### src/verilog/pcpw_pkg.sv
/*
 Constants, field layouts and types of the counter array block:
 shared counter, six compare/PWM modules, module 5 watchdog.
 Assumes a single pclk domain and an APB register port.
 // Operation
 // RULE_01 - Timer mode: equal count sets flag, interrupt
 // RULE_02 - Flag stays set; only software write clears
 // RULE_03 - Timer mode: comparator and match bits set
 // RULE_04 - Low byte write clears, high sets comparator
 // RULE_05 - Software writes low byte before high byte
 // RULE_06 - High-speed mode toggles pin on each match
 // RULE_07 - Entering high-speed mode starts pin high
 // RULE_08 - Frequency mode: low match toggles, adds high
 // RULE_09 - Frequency mode select; high 0x00 means 256
 // RULE_10 - 8-bit PWM: match high, overflow low
 // RULE_11 - 8-bit PWM reloads low from high byte
 // RULE_12 - 8-bit PWM select; comparator off gives 0%
 // RULE_13 - 16-bit PWM: match high, overflow low
 // RULE_14 - 16-bit PWM select; comparator off gives 0%
 // RULE_15 - Software updates 16-bit duty at match interrupts
 // RULE_16 - Watchdog enable bit; enabled after reset
 // RULE_17 - Watchdog locks counter, timebase, module 5
 // RULE_18 - Run bit writes ignored; reads software value
 // RULE_19 - Module 5 high equal counter high resets
 // RULE_20 - High write reloads counter high plus offset
 // RULE_21 - Offset counts low byte overflows
 // RULE_22 - Reset at low overflow during high match
 // RULE_23 - Writing one to module 5 flag resets
 // RULE_24 - Lock enables watchdog until system reset
 // RULE_25 - Timebase select chooses six clock sources
 // RULE_26 - Events evaluated once per timebase tick
*/
package pcpw_pkg;
    localparam int        NMOD      = 6;
    localparam int        WD_MOD    = 5;
    localparam int        AW        = 8;
    localparam logic [7:0] OFS_CTRL  = 8'h00;
    localparam logic [7:0] OFS_MODE  = 8'h04;
    localparam logic [7:0] OFS_CNTL  = 8'h08;
    localparam logic [7:0] OFS_CNTH  = 8'h0c;
    localparam logic [7:0] OFS_MMODE = 8'h10;
    localparam logic [7:0] OFS_CMPL  = 8'h40;
    localparam logic [7:0] OFS_CMPH  = 8'h44;
    localparam int        CTRL_RUN  = 6;
    localparam int        MD_IDLE   = 7;
    localparam int        MD_WDEN   = 6;
    localparam int        MD_LOCK   = 5;
    localparam int        MD_TB_LSB = 1;
    localparam logic      WDEN_RST  = 1'b1;
    localparam logic [3:0] DIV12    = 4'hc;
    localparam logic [2:0] OSC_LAST = 3'h7;
    localparam logic [2:0] TB_DIV12 = 3'h0;
    localparam logic [2:0] TB_DIV4  = 3'h1;
    localparam logic [2:0] TB_T0OVF = 3'h2;
    localparam logic [2:0] TB_ECI   = 3'h3;
    localparam logic [2:0] TB_SYS   = 3'h4;
    localparam logic [2:0] TB_OSC8  = 3'h5;

    typedef struct packed {
        logic wide;
        logic ecom;
        logic capp;
        logic capn;
        logic mat;
        logic tog;
        logic pwm;
        logic irq_en;
    } pcpw_mode_t;

    typedef enum logic [5:0] {
        FN_OFF   = 6'h01,
        FN_TIMER = 6'h02,
        FN_HSO   = 6'h04,
        FN_FREQ  = 6'h08,
        FN_PWM8  = 6'h10,
        FN_PWM16 = 6'h20
    } pcpw_fn_t;

    function automatic pcpw_fn_t pcpw_decode(input pcpw_mode_t m);
        pcpw_fn_t f;
        f = FN_OFF;
        if (m.ecom && !m.capp && !m.capn) begin
            case ({m.mat, m.tog, m.pwm})
                3'b100:  f = FN_TIMER; // see RULE_03
                3'b110:  f = FN_HSO;   // see RULE_06
                3'b011:  f = FN_FREQ;  // see RULE_09
                3'b001:  f = m.wide ? FN_PWM16 : FN_PWM8; // see RULE_12 see RULE_14
                default: f = FN_OFF;
            endcase
        end
        return f;
    endfunction
endpackage

### src/verilog/pcpw_counter_array.sv
/*
 Counter array: shared 16-bit counter, six compare/PWM modules, module 5
 watchdog, APB register slave.
 Assumes pins and external clock arrive asynchronous; timer0 overflow is a
 one-cycle pulse on pclk.
*/
`timescale 1ns/1ps
module pcpw_counter_array (
    // Clock and reset
    input  wire logic                      pclk,
    input  wire logic                      presetn,
    // APB
    input  wire logic [pcpw_pkg::AW-1:0]   paddr,
    input  wire logic                      psel,
    input  wire logic                      penable,
    input  wire logic                      pwrite,
    input  wire logic [31:0]               pwdata,
    output logic [31:0]                    prdata,
    output logic                           pready,
    output logic                           pslverr,
    // Timebase sources and CPU idle
    input  wire logic                      timer0_ovf,
    input  wire logic                      external_count_input,
    input  wire logic                      ext_osc_clk,
    input  wire logic                      cpu_idle,
    // Module outputs
    output logic [pcpw_pkg::NMOD-1:0]      module_io_pin,
    output logic                           irq_request,
    output logic                           watchdog_reset
);
    import pcpw_pkg::*;

    logic [2:0]      eci_q;
    logic [2:0]      osc_q;
    logic [3:0]      pre_q;
    logic [2:0]      osc_cnt_q;
    logic [15:0]     cnt_q;
    logic [15:0]     cnt_nxt;
    logic [7:0]      snap_q;
    logic            run_q;
    logic            wd_en_q;
    logic            lock_q;
    logic [2:0]      tb_q;
    logic            idle_q;
    logic            tb_src;
    logic            tick;
    logic            lo_ovf;
    logic            ovf16;
    logic            wr;
    logic            hit;
    logic            wd_hit;
    logic            wd_force;
    logic [31:0]     rd_d;
    logic [NMOD-1:0] flag_q;
    logic [NMOD-1:0] pin_q;
    logic [NMOD-1:0] irq_en;
    pcpw_mode_t      mode_q [NMOD];
    logic [7:0]      cmpl_q [NMOD];
    logic [7:0]      cmph_q [NMOD];
    pcpw_fn_t        fn_a   [NMOD];

    // Synchronisers and edge detection
    always_ff @(posedge pclk or negedge presetn) begin
        if (!presetn) begin
            eci_q <= 3'h0;
            osc_q <= 3'h0;
        end else begin
            eci_q <= {eci_q[1:0], external_count_input};
            osc_q <= {osc_q[1:0], ext_osc_clk};
        end
    end

    // Prescalers for /12, /4 and oscillator /8
    always_ff @(posedge pclk or negedge presetn) begin
        if (!presetn) begin
            pre_q     <= 4'h0;
            osc_cnt_q <= 3'h0;
        end else begin
            pre_q <= (pre_q == DIV12 - 4'h1) ? 4'h0 : pre_q + 4'h1;
            if (osc_q[1] && !osc_q[2]) begin
                osc_cnt_q <= osc_cnt_q + 3'h1;
            end
        end
    end

    always_comb begin
        case (tb_q) // see RULE_25
            TB_DIV12: tb_src = (pre_q == DIV12 - 4'h1);
            TB_DIV4:  tb_src = (pre_q[1:0] == 2'h3);
            TB_T0OVF: tb_src = timer0_ovf;
            TB_ECI:   tb_src = eci_q[2] && !eci_q[1];
            TB_SYS:   tb_src = 1'b1;
            TB_OSC8:  tb_src = osc_q[1] && !osc_q[2] && (osc_cnt_q == OSC_LAST);
            default:  tb_src = 1'b0;
        endcase
    end

    // Watchdog forces the counter on unless idle gating stops it
    assign tick    = tb_src && (run_q || wd_en_q) && !(idle_q && cpu_idle); // see RULE_26 see RULE_17
    assign cnt_nxt = cnt_q + 16'h1;
    assign lo_ovf  = (cnt_q[7:0] == 8'hff);
    assign ovf16   = (cnt_q == 16'hffff);

    assign wr      = psel && penable && pwrite;
    assign pready  = 1'b1;
    assign pslverr = psel && penable && !hit;

    function automatic logic wr_at(input logic [AW-1:0] a, input logic [AW-1:0] o);
        return a == o;
    endfunction

    // Counter, writes blocked by the watchdog
    always_ff @(posedge pclk or negedge presetn) begin
        if (!presetn) begin
            cnt_q <= 16'h0;
        end else if (wr && !wd_en_q && wr_at(paddr, OFS_CNTL)) begin // see RULE_17
            cnt_q[7:0] <= pwdata[7:0];
        end else if (wr && !wd_en_q && wr_at(paddr, OFS_CNTH)) begin
            cnt_q[15:8] <= pwdata[7:0];
        end else if (tick) begin
            cnt_q <= cnt_nxt;
        end
    end

    // Counter mode register
    always_ff @(posedge pclk or negedge presetn) begin
        if (!presetn) begin
            wd_en_q <= WDEN_RST; // see RULE_16
            lock_q  <= 1'b0;
            tb_q    <= TB_DIV12;
            idle_q  <= 1'b0;
        end else if (wr && wr_at(paddr, OFS_MODE)) begin
            if (!wd_en_q) begin // see RULE_17
                tb_q   <= pwdata[MD_TB_LSB +: 3];
                idle_q <= pwdata[MD_IDLE];
            end
            lock_q  <= lock_q || pwdata[MD_LOCK];
            wd_en_q <= lock_q || pwdata[MD_LOCK] || pwdata[MD_WDEN]; // see RULE_24
        end
    end

    // Software run bit; reads back as written
    always_ff @(posedge pclk or negedge presetn) begin
        if (!presetn) begin
            run_q <= 1'b0;
        end else if (wr && wr_at(paddr, OFS_CTRL)) begin
            run_q <= pwdata[CTRL_RUN]; // see RULE_18
        end
    end

    genvar m;
    generate
        for (m = 0; m < NMOD; m++) begin : g_mod
            pcpw_mode_t md;
            pcpw_fn_t   fn_prev_q;
            logic       wdm;
            logic [7:0] cmp8;
            logic       m8;
            logic       m16;
            logic       ev;

            assign wdm = (m == WD_MOD) && wd_en_q;
            always_comb begin
                md = mode_q[m];
                if (wdm) begin // see RULE_17
                    md     = '0;
                    md.ecom = 1'b1;
                    md.mat  = 1'b1;
                    md.irq_en = mode_q[m].irq_en;
                end
            end
            assign fn_a[m]   = pcpw_decode(md);
            assign irq_en[m] = md.irq_en;
            assign cmp8 = (fn_a[m] == FN_PWM8 && lo_ovf) ? cmph_q[m] : cmpl_q[m];
            assign m8   = (cnt_nxt[7:0] == cmp8);
            assign m16  = (cnt_nxt == {cmph_q[m], cmpl_q[m]}); // see RULE_01
            assign ev   = tick && ((fn_a[m] == FN_FREQ || fn_a[m] == FN_PWM8) ? m8 : m16);

            always_ff @(posedge pclk or negedge presetn) begin
                if (!presetn) begin
                    mode_q[m] <= '0;
                end else if (wr && !wdm && wr_at(paddr, OFS_MMODE + 8'(4 * m))) begin
                    mode_q[m] <= pwdata[7:0];
                end else if (wr && wr_at(paddr, OFS_CMPL + 8'(8 * m))) begin
                    mode_q[m].ecom <= 1'b0; // see RULE_04
                end else if (wr && wr_at(paddr, OFS_CMPH + 8'(8 * m))) begin
                    mode_q[m].ecom <= 1'b1; // see RULE_04
                end
            end

            always_ff @(posedge pclk or negedge presetn) begin
                if (!presetn) begin
                    cmpl_q[m] <= 8'h0;
                end else if (wr && wr_at(paddr, OFS_CMPL + 8'(8 * m))) begin
                    cmpl_q[m] <= pwdata[7:0];
                end else if (tick && fn_a[m] == FN_FREQ && m8) begin
                    cmpl_q[m] <= cmpl_q[m] + cmph_q[m]; // see RULE_08 see RULE_09
                end else if (tick && fn_a[m] == FN_PWM8 && lo_ovf) begin
                    cmpl_q[m] <= cmph_q[m]; // see RULE_11
                end
            end

            always_ff @(posedge pclk or negedge presetn) begin
                if (!presetn) begin
                    cmph_q[m] <= 8'h0;
                end else if (wr && wr_at(paddr, OFS_CMPH + 8'(8 * m))) begin
                    cmph_q[m] <= wdm ? cnt_q[15:8] + cmpl_q[m] : pwdata[7:0]; // see RULE_20 see RULE_21
                end
            end

            // Set wins over a software clear
            always_ff @(posedge pclk or negedge presetn) begin
                if (!presetn) begin
                    flag_q[m] <= 1'b0;
                end else if (ev && fn_a[m] != FN_OFF) begin
                    flag_q[m] <= 1'b1; // see RULE_01
                end else if (wr && wr_at(paddr, OFS_CTRL) && !pwdata[m]) begin
                    flag_q[m] <= 1'b0; // see RULE_02
                end
            end

            always_ff @(posedge pclk or negedge presetn) begin
                if (!presetn) begin
                    fn_prev_q <= FN_OFF;
                    pin_q[m]  <= 1'b0;
                end else begin
                    fn_prev_q <= fn_a[m];
                    case (fn_a[m])
                        FN_HSO: begin
                            if (fn_prev_q != FN_HSO) begin
                                pin_q[m] <= 1'b1; // see RULE_07
                            end else if (ev) begin
                                pin_q[m] <= !pin_q[m]; // see RULE_06
                            end
                        end
                        FN_FREQ: begin
                            if (ev) begin
                                pin_q[m] <= !pin_q[m]; // see RULE_08
                            end
                        end
                        FN_PWM8: begin
                            if (ev) begin
                                pin_q[m] <= 1'b1; // see RULE_10
                            end else if (tick && lo_ovf) begin
                                pin_q[m] <= 1'b0;
                            end
                        end
                        FN_PWM16: begin
                            if (ev) begin
                                pin_q[m] <= 1'b1; // see RULE_13
                            end else if (tick && ovf16) begin
                                pin_q[m] <= 1'b0;
                            end
                        end
                        FN_TIMER: pin_q[m] <= pin_q[m];
                        default:  pin_q[m] <= 1'b0; // see RULE_12 see RULE_14
                    endcase
                end
            end
        end
    endgenerate

    // Watchdog expiry and forced reset
    assign wd_hit   = wd_en_q && tick && lo_ovf && (cmph_q[WD_MOD] == cnt_q[15:8]); // see RULE_19 see RULE_22
    assign wd_force = wd_en_q && wr && wr_at(paddr, OFS_CTRL) && pwdata[WD_MOD]; // see RULE_23

    always_ff @(posedge pclk or negedge presetn) begin
        if (!presetn) begin
            watchdog_reset <= 1'b0;
            irq_request    <= 1'b0;
        end else begin
            watchdog_reset <= wd_hit || wd_force;
            irq_request    <= |(flag_q & irq_en); // see RULE_01
        end
    end
    assign module_io_pin = pin_q;

    // Read decode
    always_comb begin
        rd_d = 32'h0;
        hit  = 1'b1;
        case (paddr)
            OFS_CTRL: rd_d = {25'h0, run_q, flag_q}; // see RULE_18
            OFS_MODE: rd_d = {24'h0, idle_q, wd_en_q, lock_q, 1'b0, tb_q, 1'b0};
            OFS_CNTL: rd_d = {24'h0, cnt_q[7:0]};
            OFS_CNTH: rd_d = {24'h0, snap_q};
            default: begin
                hit = 1'b0;
                for (int i = 0; i < NMOD; i++) begin
                    if (paddr == OFS_MMODE + 8'(4 * i)) begin
                        rd_d = {24'h0, mode_q[i]};
                        hit  = 1'b1;
                    end
                    if (paddr == OFS_CMPL + 8'(8 * i)) begin
                        rd_d = {24'h0, cmpl_q[i]};
                        hit  = 1'b1;
                    end
                    if (paddr == OFS_CMPH + 8'(8 * i)) begin
                        rd_d = {24'h0, cmph_q[i]};
                        hit  = 1'b1;
                    end
                end
            end
        endcase
    end

    // Read data captured in setup; low read latches high snapshot
    always_ff @(posedge pclk or negedge presetn) begin
        if (!presetn) begin
            prdata <= 32'h0;
            snap_q <= 8'h0;
        end else if (psel && !penable && !pwrite) begin
            prdata <= rd_d;
            if (paddr == OFS_CNTL) begin
                snap_q <= cnt_q[15:8];
            end
        end
    end
endmodule

### config.mk
export PLATFORM = sky130hd
export DESIGN_NAME = pcpw_counter_array
export DESIGN_NICKNAME = d
export VERILOG_FILES = /design/src/verilog/pcpw_pkg.sv /design/src/verilog/pcpw_counter_array.sv
export SDC_FILE = /design/constraint.sdc
export NUM_CORES = 1
export LEC_CHECK = 0
export CAP_MARGIN = 5
export CORE_MARGIN = 5
export CORE_UTILIZATION = 30
export CTS_BUF_LIST = sky130_fd_sc_hd__clkbuf_8
export DETAILED_ROUTE_END_ITERATION = 8
export DONT_BUFFER_PORTS = 1
export GPL_TIMING_DRIVEN = 0
export PLACE_DENSITY = 0.55
export SLEW_MARGIN = 10
export SYNTH_ARGS = -nofsm -noshare
export SYNTH_HDL_FRONTEND = slang
export SYNTH_SLANG_ARGS = --single-unit
export TNS_END_PERCENT = 30
### constraint.sdc
create_clock -name pclk -period 3.8 [get_ports pclk]
set_clock_uncertainty 0.1 [all_clocks]
set_input_delay 0.19 -clock pclk [delete_from_list [all_inputs] [get_ports pclk]]
set_output_delay 0.19 -clock pclk [all_outputs]
set_load 0.01 [all_outputs]
==> reports/metrics.yaml <==
status: "finished, violations left"
violations: "hold timing, setup timing"
endpoint_kind: "flop"
drt_pass1_iterations: 5
die_y_um: 257
grt_pass1_vias: 17029
synth_seq_area_share: 0.336
path_clk_slew_ns: 0.07
rows: 90
syn_area_per_cell_sq_um: 8.85
syn_to_final_growth_pct: 16.2
synth.distinct_cells: 103
cts_buffers: 48
worst_pin_slew_ns: 1.35
ys_warn_count: 0
core_sq_mm: 0.0605
ys.flop_type: "dfrtp_1"
arrival_ns: 4.21
power-per-cell-area_mw_per_mm2: 297
synth_fa_ha_area_frac: 0.0438
synthMuxAreaShare: 0.0940
cts_tree: "yes"
dp_hpwl_um: 64800
grt_max_degree: 247
post-place-cells: 2882
fin_area_sq_mm: 0.0213
clock.fmax_mhz: 262
synth_enable_flop_cells: 0
cts_hold_buf: 16
synth-simple-area-share: 0.186
syn_area_sq_mm: 0.0184
initial_core_util: 0.304
post_dp_cell_area_sq_mm: 0.0195
final_cell_mix: "dfrtp_1 (238), nand2_1 (190), nor2_1 (138)"
post-route-util: 0.353
ir_worst_vdd_mv: 0.170
die_x_um: 257
portBuffers: 0
synthCells: 2074
place.gp.congestion: 1.01
final_layout_size_suffix_gt1_frac: 0.153
cp_max_fo: 10
p_leak_uw: 0.00935
drtIter0Drc: 2278
grt_pass1_wl_um: 126000
htreeDepth: 2
required_ns: 4.20
final_common_cell: "dfrtp_1"
track_usage: 0.258
fp.dieArea_sq_mm: 0.0662
cts_root_buf: "clkbuf_8"
relSlewSlack: 0.101
routed_wl_um: 89100
setup_slack_ns: -0.0141
routedWlPerCell_um: 29.5
synth-compound-area-share: 0.192
clk_path_buf_depth: 3
ys_ff_latch: 246
critPathKind: "flop to flop"
synth-xor-area-share: 0.0959
min_path_type: "input port to asynchronous set/reset pin"
drc: 0
maxCapViolCount: 0
synthArstFlopShare: 1.00
via_count: 18018
finalSetupViolCount: 1
ant_nets: 0
fin_nets: 2301
finalMaxSlewViolations: 0
overflow: 0
clk_latency_ns: 0.68
antenna_found_initial: 5
routed_via_density: 5.98
min_period_ns: 3.81
hold_violations: 246
fin_cells: 3015
ioPinCount: 91
rsz0062_at_grt: "true"
period_share: 1.00
synth_top_family_by_area: "compound AO/OA/AOI/OAI gates"
whs_ns: -0.877
cts_sinks: 246
start_kind: "flop"
## where the power goes
| group | leakage, uW | switching [uW] | internal [uW] |
|---|---|---|---|
| Clock | 0.000585 | 1340 | 1530 |
| Sequential | 0.00328 | 96.6 | 2690 |
| Combinational | 0.00549 | 434 | 254 |
| Total | 0.00935 | 1870 | 4470 |
## state kept, by name, indices dropped and copies added, names as in the netlist, 3 cells and up
register,count
osc_q,3
flag_q,6
module_io_pin,6
tb_q,3
cmph_q,48
snap_q,8
osc_cnt_q,3
cmpl_q,48
g_mod.fn_prev_q,36
mode_q,8
prdata,8
g_mod.md,40
pre_q,4
eci_q,3
cnt_q,16
## cells by family (layout without fill, tap and decap cells)
family | count (synthesis) | count (layout)
buffers and inverters | 221 | 354
AOI/OAI and AO/OA | 542 | 542
other | 2 | 27
and+or+nand+nor | 665 | 666
DFF | 246 | 246
xor gates and xnor gates | 178 | 178
muxes | 160 | 160
adders and majority gates | 60 | 60
## per-layer routing
layer / track usage / wire (um) / up-vias
met2: 0.387 / 38600 / 999
met3: 0.0604 / 8700 / 221
met5: 0 / 0 / -
met1: 0.357 / 37500 / 8999
li1: - / - / 7799
met4: 0.108 / 4300 / 0
## timing repair
item                                   CTS  global route
setup buffers                           13            13
cloned                                   0             1
setup endpoints to repair               61            47
resized for setup                       71            37
endpoints found under the hold margin  266           246
pin swaps                               10             5
## per-stage QoR
step	power, uW	worst slack (ns)	hold slack, ns	setup TNS [ns]
2_1_floorplan	3200	0.302	-0.206	0
3_3_place_gp	3440	-1.70	-0.199	-67.45
3_5_place_dp	3460	-1.25	-0.201	-39.79
4_1_cts	6370	-0.0246	-0.915	-0.0804
5_1_grt	6570	-0.0628	-0.903	-0.0654
6_report	6340	-0.0141	-0.877	-0.0141
## synth_stat cells, drive strengths merged, types with 9 or more instances
cell type  number  area (sq um)
nor3b          10          75.1
o21ai         151           759
nor2          143           549
nor4           28           203
xnor3          13           293
o21bai         11          82.6
nand3          59           300
buf            53           323
and2           20           125
ha             53           663
a211oi         22           165
or4            13           101
nor3           51           267
o221ai         19           166
a31oi          26           163
mux2           96          1080
nand4          23           165
and3           12          75.1
a21oi         127           636
a2111oi         9          97.6
xnor2         117          1030
dfrtp         239          5980
a222oi         11           110
a21o           22           165
nor2b          29           181
inv            72           270
or3             9          56.3
nor4b          11           103
nand2b         29           181
o22ai          15          93.8
a221oi         20           175
nand2         194           733
clkbuf         96           362
mux2i          64           641
o211ai         15           113
a22oi          26           200
xor2           47           412
## cell type report
cell class	instances	area (sq um)
Antenna cell	2	5.00
Buffer	147	748
Clock buffer	55	757
Clock inverter	34	233
Fill cell	6249	39100
Inverter	72	273
Multi-Input combinational cell	1631	11800
Sequential cell	246	6170
Tap cell	782	978
Timing Repair Buffer	46	405
## worst max-delay path: stages, from the launching register on
cell and delay [ns]:
dfrtp_1 0.36, clkbuf_4 0.28, nand2_2 0.24, nor4_4 0.46, nand3_2 0.35, xor2_4 0.45, xnor2_1 0.09, or4_1 0.52
nor4_1 0.33, o21ai_1 0.25, mux2i_1 0.18
## worst paths after layout
check / endpoint / cells after the start / slack, ns / from
hold reg to reg: osc_q[1] / 0 / 0.26 / osc_q[0]
hold / removal: module_io_pin[5] / 0 / -0.88 / presetn
min in group pclk: cmpl_q[0] / 3 / 0.01 / pwdata[0]
setup / recovery: module_io_pin[1] / 10 / -0.01 / cnt_q[3]
setup reg to reg: module_io_pin[1] / 10 / -0.01 / cnt_q[3]
max in group asynchronous: g_mod[0].fn_prev_q[0] / 0 / 4.04 / presetn
Note: power is estimated with default switching activity, not from simulation.
